**config.mk**
```make
export PLATFORM = sky130hd
export DESIGN_NAME = cer_top
export DESIGN_NICKNAME = d
export VERILOG_FILES = /design/src/inc/cer_pkg.sv /design/src/inc/cer_stage_if.sv /design/src/logic/cer_stage.sv /design/src/logic/cer_top.sv
export SDC_FILE = /design/constraint.sdc
export NUM_CORES = 2
export LEC_CHECK = 0
export BUFFER_PORTS_ARGS = -buffer_cell sky130_fd_sc_hd__buf_2
export CAP_MARGIN = 10
export CORE_MARGIN = 2
export CORE_UTILIZATION = 50
export DETAILED_ROUTE_END_ITERATION = 16
export PLACE_DENSITY_LB_ADDON = 0.2
export SETUP_SLACK_MARGIN = 0.1
export SYNTH_ARGS = -nofsm -noshare
export SYNTH_HDL_FRONTEND = slang
export SYNTH_HIERARCHICAL = 1
export SYNTH_SLANG_ARGS = --single-unit
```
**constraint.sdc**
```tcl
create_clock -name clk_i -period 13.3 [get_ports clk_i]
set_input_delay 0.665 -clock clk_i [delete_from_list [all_inputs] [get_ports clk_i]]
set_output_delay 0.665 -clock clk_i [all_outputs]
set_load 0.03 [all_outputs]
```
**src/inc/cer_pkg.sv**
```systemverilog
// Constants and types shared by the embedded RAM block files
package cer_pkg;
   // ******************************
   // Storage geometry
   // ******************************
   localparam int unsigned MEM_BITS = 2048;
   localparam int unsigned BYTE_W = 8;
   localparam int unsigned ROWS = MEM_BITS / BYTE_W;
   localparam int unsigned ROW_W = 8;
   localparam int unsigned ADDR_W = 11;
   localparam int unsigned BANK_W = 4;
   localparam int unsigned NUM_DCLK = 2;
   localparam int unsigned WB_ADR_W = 8;

   // ******************************
   // Register offsets (byte addresses)
   // ******************************
   localparam logic [7:0] OFS_CTRL = 8'h00;
   localparam logic [7:0] OFS_STAT = 8'h04;
   localparam logic [7:0] OFS_IPTR = 8'h08;
   localparam logic [7:0] OFS_IDAT = 8'h0c;

   // ******************************
   // Control register fields
   // ******************************
   localparam int unsigned CTRL_ROM = 0;
   localparam int unsigned CTRL_SHAPE = 1;
   localparam int unsigned CTRL_DREG = 3;
   localparam int unsigned CTRL_AREG = 4;
   localparam int unsigned CTRL_QREG = 5;
   localparam int unsigned CTRL_ICLK = 6;
   localparam int unsigned CTRL_OCLK = 7;
   localparam int unsigned CTRL_WESRC = 8;
   localparam int unsigned CTRL_BANK = 12;
   localparam int unsigned CTRL_CASC = 16;
   localparam logic [31:0] CTRL_WMASK = 32'h0001_f1ff;
   localparam logic [31:0] CTRL_RST = 32'h0000_0000;

   // ******************************
   // Status register fields
   // ******************************
   localparam int unsigned STAT_Q = 0;
   localparam int unsigned STAT_WCNT = 8;
   localparam int unsigned WCNT_W = 16;

   // Port shapes, index k gives 8>>k bits per word
   typedef enum logic [1:0] {
      CER_SHAPE_256X8,
      CER_SHAPE_512X4,
      CER_SHAPE_1024X2,
      CER_SHAPE_2048X1
   } cer_shape_t;
endpackage

```
**src/inc/cer_stage_if.sv**
```systemverilog
// Interface between the block and one optional pipeline stage
`timescale 1ns/1ps
interface cer_stage_if #(parameter int W = 8);
   logic [W-1:0] d;
   logic [W-1:0] q;
   logic tick;
   logic bypass;
   modport stage(input d, input tick, input bypass, output q);
   modport user(output d, output tick, output bypass, input q);
endinterface

```
**src/logic/cer_stage.sv**
```systemverilog
// Optional pipeline register with bypass
`timescale 1ns/1ps
module cer_stage (
   input wire logic clk_i,
   input wire logic rst_i,
   cer_stage_if.stage st
);
   logic [$bits(st.d)-1:0] q_ff;

   always_ff @(posedge clk_i) begin
      if (rst_i) begin
         q_ff <= '0;
      end else if (st.tick) begin
         q_ff <= st.d;
      end
   end

   assign st.q = st.bypass ? st.d : q_ff;
endmodule

```
**src/logic/cer_top.sv**
```systemverilog
// Configurable 2048-bit embedded RAM block with Wishbone control port
`timescale 1ns/1ps
// Contract
// (RULE1) Block holds 2048 bits usable as RAM, ROM, dual-port or FIFO store.
// (RULE2) RAM port shape selectable: 256x8, 512x4, 1024x2 or 2048x1.
// (RULE3) Write strobe made inside from the clock; user meets setup/hold only.
// (RULE4) Input side and output side may run from two different clocks.
// (RULE5) Data, address/write-enable and output registers each optional.
// (RULE6) ROM mode keeps loaded contents, ignores writes, reads as lookup.
// (RULE7) Blocks share address and control side by side for wider words.
// (RULE8) Blocks cascade in depth by bank select without added delay.
// (RULE9) Write enable from global line or local logic; clocks from pins.
// (RULE10) 8 to 11 address bits; extra low bits pick slice in byte.
module cer_top (
   input wire logic clk_i,
   input wire logic rst_i,
   input wire logic wb_cyc_i,
   input wire logic wb_stb_i,
   input wire logic wb_we_i,
   input wire logic [cer_pkg::WB_ADR_W-1:0] wb_adr_i,
   input wire logic [3:0] wb_sel_i,
   input wire logic [31:0] wb_dat_i,
   output logic [31:0] wb_dat_o,
   output logic wb_ack_o,
   input wire logic [cer_pkg::ADDR_W-1:0] addr_i,
   input wire logic [cer_pkg::BANK_W-1:0] bank_i,
   input wire logic [cer_pkg::BYTE_W-1:0] wr_data_i,
   input wire logic we_i,
   input wire logic glob_we_i,
   input wire logic [cer_pkg::NUM_DCLK-1:0] ded_clk_i,
   output logic [cer_pkg::BYTE_W-1:0] rd_data_o,
   output logic rd_hit_o
);
   import cer_pkg::*;

   localparam int unsigned AW = 1 + ADDR_W + BANK_W;
   localparam int unsigned QW = 1 + BYTE_W;

   // ******************************
   // Configuration and state
   // ******************************
   logic [31:0] ctrl_ff;
   logic [31:0] nxt_ctrl;
   logic [ROW_W-1:0] iptr_ff;
   logic [WCNT_W-1:0] wcnt_ff;
   logic ack_ff;
   logic [31:0] dat_ff;
   logic [BYTE_W-1:0] mem_ff [ROWS];

   wire rom_mode = ctrl_ff[CTRL_ROM];
   wire [1:0] shape = ctrl_ff[CTRL_SHAPE+:2];
   wire [BANK_W-1:0] bank_id = ctrl_ff[CTRL_BANK+:BANK_W];

   // ******************************
   // Dedicated clock pin synchronisers
   // ******************************
   logic [NUM_DCLK-1:0] sync1_ff;
   logic [NUM_DCLK-1:0] sync2_ff;
   logic [NUM_DCLK-1:0] sync3_ff;
   logic [NUM_DCLK-1:0] lvl_ff;

   wire [NUM_DCLK-1:0] agree = ~(sync2_ff ^ sync3_ff);
   wire [NUM_DCLK-1:0] dclk_rise = agree & sync2_ff & ~lvl_ff;

   always_ff @(posedge clk_i) begin
      if (rst_i) begin
         sync1_ff <= '0;
         sync2_ff <= '0;
         sync3_ff <= '0;
         lvl_ff <= '0;
      end else begin
         sync1_ff <= ded_clk_i;
         sync2_ff <= sync1_ff;
         sync3_ff <= sync2_ff;
         lvl_ff <= (agree & sync2_ff) | (~agree & lvl_ff);
      end
   end

   // (RULE4) Separate input and output clocks
   wire in_tick = ctrl_ff[CTRL_ICLK] ? dclk_rise[0] : 1'b1;
   wire out_tick = ctrl_ff[CTRL_OCLK] ? dclk_rise[1] : 1'b1;

   // ******************************
   // Optional pipeline stages
   // ******************************
   cer_stage_if #(.W(BYTE_W)) din_if();
   cer_stage_if #(.W(AW)) adr_if();
   cer_stage_if #(.W(QW)) out_if();

   // (RULE9) Write enable source select
   wire we_src = ctrl_ff[CTRL_WESRC] ? glob_we_i : we_i;

   // (RULE5) Independent register bypass per stage
   assign din_if.d = wr_data_i;
   assign din_if.tick = in_tick;
   assign din_if.bypass = ~ctrl_ff[CTRL_DREG];
   assign adr_if.d = {we_src, addr_i, bank_i};
   assign adr_if.tick = in_tick;
   assign adr_if.bypass = ~ctrl_ff[CTRL_AREG];
   assign out_if.tick = out_tick;
   assign out_if.bypass = ~ctrl_ff[CTRL_QREG];

   cer_stage u_din (
      .clk_i(clk_i),
      .rst_i(rst_i),
      .st(din_if.stage)
   );
   cer_stage u_adr (
      .clk_i(clk_i),
      .rst_i(rst_i),
      .st(adr_if.stage)
   );
   cer_stage u_out (
      .clk_i(clk_i),
      .rst_i(rst_i),
      .st(out_if.stage)
   );

   wire [BYTE_W-1:0] s_din = din_if.q;
   wire s_we = adr_if.q[AW-1];
   wire [ADDR_W-1:0] s_addr = adr_if.q[BANK_W+:ADDR_W];
   wire [BANK_W-1:0] s_bank = adr_if.q[BANK_W-1:0];

   // ******************************
   // Shape decode and slice select
   // ******************************
   function automatic logic [7:0] fn_mask(input logic [1:0] k);
      case (k)
         CER_SHAPE_256X8: fn_mask = 8'hff;
         CER_SHAPE_512X4: fn_mask = 8'h0f;
         CER_SHAPE_1024X2: fn_mask = 8'h03;
         default: fn_mask = 8'h01;
      endcase
   endfunction

   function automatic logic [2:0] fn_off(input logic [1:0] k,
                                         input logic [2:0] a);
      case (k)
         CER_SHAPE_256X8: fn_off = 3'h0;
         CER_SHAPE_512X4: fn_off = {a[0], 2'h0};
         CER_SHAPE_1024X2: fn_off = {a[1:0], 1'h0};
         default: fn_off = a;
      endcase
   endfunction

   // (RULE2) Port shape picks word width
   wire [7:0] slice_mask = fn_mask(shape);
   // (RULE10) Upper bits pick row, low bits the slice
   wire [ADDR_W-1:0] addr_sh = s_addr >> shape;
   wire [ROW_W-1:0] row = addr_sh[ROW_W-1:0];
   wire [2:0] off = fn_off(shape, s_addr[2:0]);
   wire [7:0] place_mask = slice_mask << off;
   wire [7:0] place_din = (s_din & slice_mask) << off;

   // (RULE8) Bank match for depth cascade
   wire hit = ctrl_ff[CTRL_CASC] ? (s_bank == bank_id) : 1'b1;

   // (RULE1) One 2048-bit array for all uses
   wire [7:0] row_data = mem_ff[row];
   wire [7:0] row_shift = row_data >> off;
   wire [7:0] raw_q = row_shift & slice_mask;
   wire [7:0] new_row = (row_data & ~place_mask) | place_din;

   // (RULE3) Internal write strobe on the clock
   // (RULE6) Writes ignored in ROM mode
   wire user_we = s_we & in_tick & hit & ~rom_mode;

   // (RULE6) Lookup result, combinational when output stage bypassed
   // (RULE7) Shared address, unselected block outputs zero
   assign out_if.d = {hit, hit ? raw_q : 8'h00};
   assign rd_data_o = out_if.q[BYTE_W-1:0];
   assign rd_hit_o = out_if.q[QW-1];

   // ******************************
   // Wishbone slave
   // ******************************
   wire req = wb_cyc_i & wb_stb_i;
   wire fire = req & ack_ff;
   wire mapped = (wb_adr_i[7:4] == 4'h0) & (wb_adr_i[1:0] == 2'h0);
   wire sel_ctrl = mapped & (wb_adr_i == OFS_CTRL);
   wire sel_stat = mapped & (wb_adr_i == OFS_STAT);
   wire sel_iptr = mapped & (wb_adr_i == OFS_IPTR);
   wire sel_idat = mapped & (wb_adr_i == OFS_IDAT);
   wire wr_fire = fire & wb_we_i;
   wire [31:0] lane_mask = {{8{wb_sel_i[3]}}, {8{wb_sel_i[2]}},
                            {8{wb_sel_i[1]}}, {8{wb_sel_i[0]}}};
   wire [31:0] ctrl_bm = lane_mask & CTRL_WMASK;
   wire init_we = wr_fire & sel_idat & wb_sel_i[0];
   wire [31:0] stat_word = {8'h00, wcnt_ff, rd_data_o};
   wire [31:0] rd_mux = sel_ctrl ? ctrl_ff :
                        sel_stat ? stat_word :
                        sel_iptr ? {24'h0, iptr_ff} :
                        sel_idat ? {24'h0, mem_ff[iptr_ff]} : 32'h0;

   assign nxt_ctrl = (ctrl_ff & ~ctrl_bm) | (wb_dat_i & ctrl_bm);
   assign wb_ack_o = ack_ff;
   assign wb_dat_o = dat_ff;

   always_ff @(posedge clk_i) begin
      if (rst_i) begin
         ack_ff <= 1'b0;
         dat_ff <= 32'h0;
      end else begin
         ack_ff <= req & ~ack_ff;
         if (req & ~ack_ff) begin
            dat_ff <= rd_mux;
         end
      end
   end

   always_ff @(posedge clk_i) begin
      if (rst_i) begin
         ctrl_ff <= CTRL_RST;
         iptr_ff <= '0;
         wcnt_ff <= '0;
      end else begin
         if (wr_fire & sel_ctrl) begin
            ctrl_ff <= nxt_ctrl;
         end
         if (wr_fire & sel_iptr & wb_sel_i[0]) begin
            iptr_ff <= wb_dat_i[ROW_W-1:0];
         end else if (init_we) begin
            iptr_ff <= iptr_ff + 8'h01;
         end
         if (user_we) begin
            wcnt_ff <= wcnt_ff + 16'h0001;
         end
      end
   end

   // (RULE6) Contents loaded through init port before use
   always_ff @(posedge clk_i) begin
      if (init_we) begin
         mem_ff[iptr_ff] <= wb_dat_i[BYTE_W-1:0];
      end else if (user_we) begin
         mem_ff[row] <= new_row;
      end
   end
endmodule
```
==> results.cfg <==
[drt]
drc = 0
routed-wl-met2_microns = 163000
wl_met1_microns = 136000
wl_met3_microns = 60300
vias = 70700
highest_layer = met5
drt-wirelength-per-cell_microns = 39.7
via_per_inst = 7.34
dr.pass1.iters = 9
ant_nets = 0
drt_wl_total_microns = 383000
drt_first_iter_violations = 12200

[clock_network]
clk_latency_ns = 0.90
clockRootBuffer = clkbuf_16
cts_tree = built
cts_sinks = 2160
cts_max_path_buffers = 3
numCtsBuffers = 219
htreeDepth = 4
clk_pin_slew_ns = 0.06
ctsResizeCount = 0
cts_setup_buffers = 0

[outcome]
status = completed

[grt]
grt_max_degree = 257
antenna_found_initial = 21
grt_pass1_wl_microns = 527000
grt_pass1_vias = 66500
grt-ovfl-total = 0
grt_usage_pct = 35.7

[critical_path]
worstPathRequired_ns = 12.64
startpoint_type = flip-flop
end_kind = primary output
worstPathArrival_ns = 8.94
crit_type = flip-flop to primary output
crit_fanout = 70

[sta]
setup_ws_ns = 3.70
min_period_ns = 9.60
setup_viol = 0
setup_tns_ns = 0
holdWs_ns = 0.0431
slew_headroom_pct = 4.28
slew_violations = 0
max_slew.worst_pin.slew_ns = 1.44
rsz0062_at_grt = false
fin_crit_sh_pct = 72.2
skew_ns = 0.0521
fmax_mhz = 104
hold_viol_final = 0

[cells_and_area]
syn2layout_area_growth_pct = 10.1
drive_gt1_share_pct = 22.7
num-nets-final = 6742

[place]
io_buffer_count = 90
dp_slack_ns = 4.62
dp_hpwl_microns = 239000
place.gp.congestion = 0.962

[logic_synthesis]
syn_area_per_cell_sq_um = 15.6
synth_flop_cell = edfxtp_1
synth_cell_types = 85
async_flop_share_pct = 0
synth_edf_count = 2048
yosys_register_bits = 2160
synth.largest_area_cell = edfxtp_1
synth_area_leaders = edfxtp_1 59%, mux4_2 17%, mux2i_1 4.3%
synthCells = 6710
syn_area_sq_um = 104000
ys.warnings.count = 6
yosysSeqAreaShare_pct = 61.0
yosysTopAreaCellShare_pct = 58.9

[floorplan]
die_area_sq_um = 213000
die_y_microns = 461
rows = 167
core_area_sq_um = 207000
fp.dieW_microns = 461
num_io_pins = 118
initial_core_util_pct = 50.4

[flow_run]
drv_cap = 0

[power]
ir_drop_mv = 0.117
p_leak_nw = 36.3
cellPowerDensity_nw_per_um2 = 128

[min_path]
min_path_type = input pin to flip-flop
[layer usage]
layer / track usage (%) / vias to the layer above
met3: 13.1 / 1113
met1: 48.6 / 36400
met4: 18.6 / 34
met5: 0.482 / -
li1: - / 27300
met2: 50.3 / 5951
[where the power goes]
group	internal, mW	total [mW]	switching (mW)
clock network	3.48	6.16	2.68
registers	7.51	7.52	0.00861
logic	0.260	1.06	0.801
total	11.2	14.7	3.49
[worst paths after layout]
check	startpoint	endpoint	slack [ns]	cells past startpoint
hold reg to reg	wb_dat_o[11]	wb_dat_o[11]	0.45	2
setup reg to reg	flip-flop	mem_ff[48][5]	3.90	17
hold / removal	addr_i[6]	u_adr/q_ff[10]	0.04	3
setup / recovery	flip-flop	rd_data_o[0]	3.70	17
[synth_stat cells (all sizes together) (26+ instances only)]
master	number
buf	297
a21oi	181
a32o	38
nor3	39
mux2i	447
a31oi	99
edfxtp	2048
dfxtp	112
mux4	806
a22oi	88
o221ai	47
and2	26
o21ai	81
o2111ai	28
mux2	109
o22ai	60
a311oi	26
nand2	754
nor2	434
nand4	29
a221oi	50
a211oi	48
clkbuf	274
o211ai	45
a32oi	50
nand3	188
[layout by cell type (no fill, tap or decap), types with 22 or more instances in the layout]
master	count
a211oi_1	47
a21oi_1	180
a221oi_1	50
a22oi_1	88
a311oi_1	25
a31oi_1	98
a32o_1	38
a32oi_1	50
buf_2	90
buf_4	168
clkbuf_1	47
clkbuf_16	223
clkinv_1	43
clkinv_2	40
dfxtp_1	104
edfxtp_1	2048
inv_1	22
mux2_2	66
mux2_4	29
mux2i_1	438
mux4_2	802
nand2_1	750
nand3_1	187
nand4_1	29
nor2_1	428
nor3_1	39
nor4_1	22
o2111ai_1	28
o211ai_1	45
o21ai_0	46
o21ai_1	28
o221ai_1	47
o22ai_1	60
[logic make-up after synthesis]
| group | count (synthesis) | synth area share, % |
|---|---|---|
| buf+inv | 594 | 2.63 |
| fa+ha+maj | 4 | 0.0479 |
| simple gates | 1587 | 6.43 |
| other cells | 1 | 0.00359 |
| compound gates | 984 | 6.77 |
| mux | 1362 | 22.9 |
| flops | 2160 | 61.0 |
| xor+xnor | 18 | 0.151 |
[metrics by stage]
stage / area (sq um) / power (mW) / cells / util, %
floorplan: 104000 / 8.26 / 6717 / -
global placement: 108000 / 8.65 / 9212 / 52.0
detailed placement: 108000 / 8.66 / 9212 / 52.0
CTS: 115000 / 14.7 / 9624 / 55.5
global route: 115000 / 15.0 / 9630 / 55.5
finish: 115000 / 14.7 / 9643 / 55.5
[state kept, by name, indices dropped and copies added, names as in the netlist, named ones only]
name / flops
iptr_ff: 8
mem_ff: 2048
sync1_ff: 2
sync2_ff: 2
sync3_ff: 2
u_adr/q_ff: 16
u_din/q_ff: 8
u_out/q_ff: 9
wb_ack_o: 1
wb_dat_o: 24
wcnt_ff: 16
[critical path: stages (launching register included)]
cell       delay (ns)
dfxtp_1          0.33
inv_1            0.67
mux2_4           0.41
mux4_4           0.76
buf_12           0.42
nor2b_4          0.27
buf_4            0.43
a22oi_1          0.30
o211ai_1         0.20
nand3_1          0.13
a221oi_1         1.13
o2111ai_1        0.52
nor3_1           1.17
mux2i_1          0.17
a22oi_1          0.28
a21boi_1         0.14
mux2_4           0.29
buf_2            0.18
[final cells by class]
class | instances | area, sq um
fill | 16300 | 92300
clock buffer | 275 | 5810
multi-input combinational | 3963 | 38400
antenna | 17 | 42.5
clock inverter | 122 | 1160
tap | 2788 | 3490
sequential | 2160 | 63800
timing repair buffer | 295 | 2290
inverter | 23 | 86.3
[timing repair]
item | 4_1_cts | 5_1_grt
hold endpoints to repair | 15 | 0
endpoints found under the setup margin | 0 | 0
hold buffers | 15 | 0
Note: power is estimated with default switching activity, not from simulation.
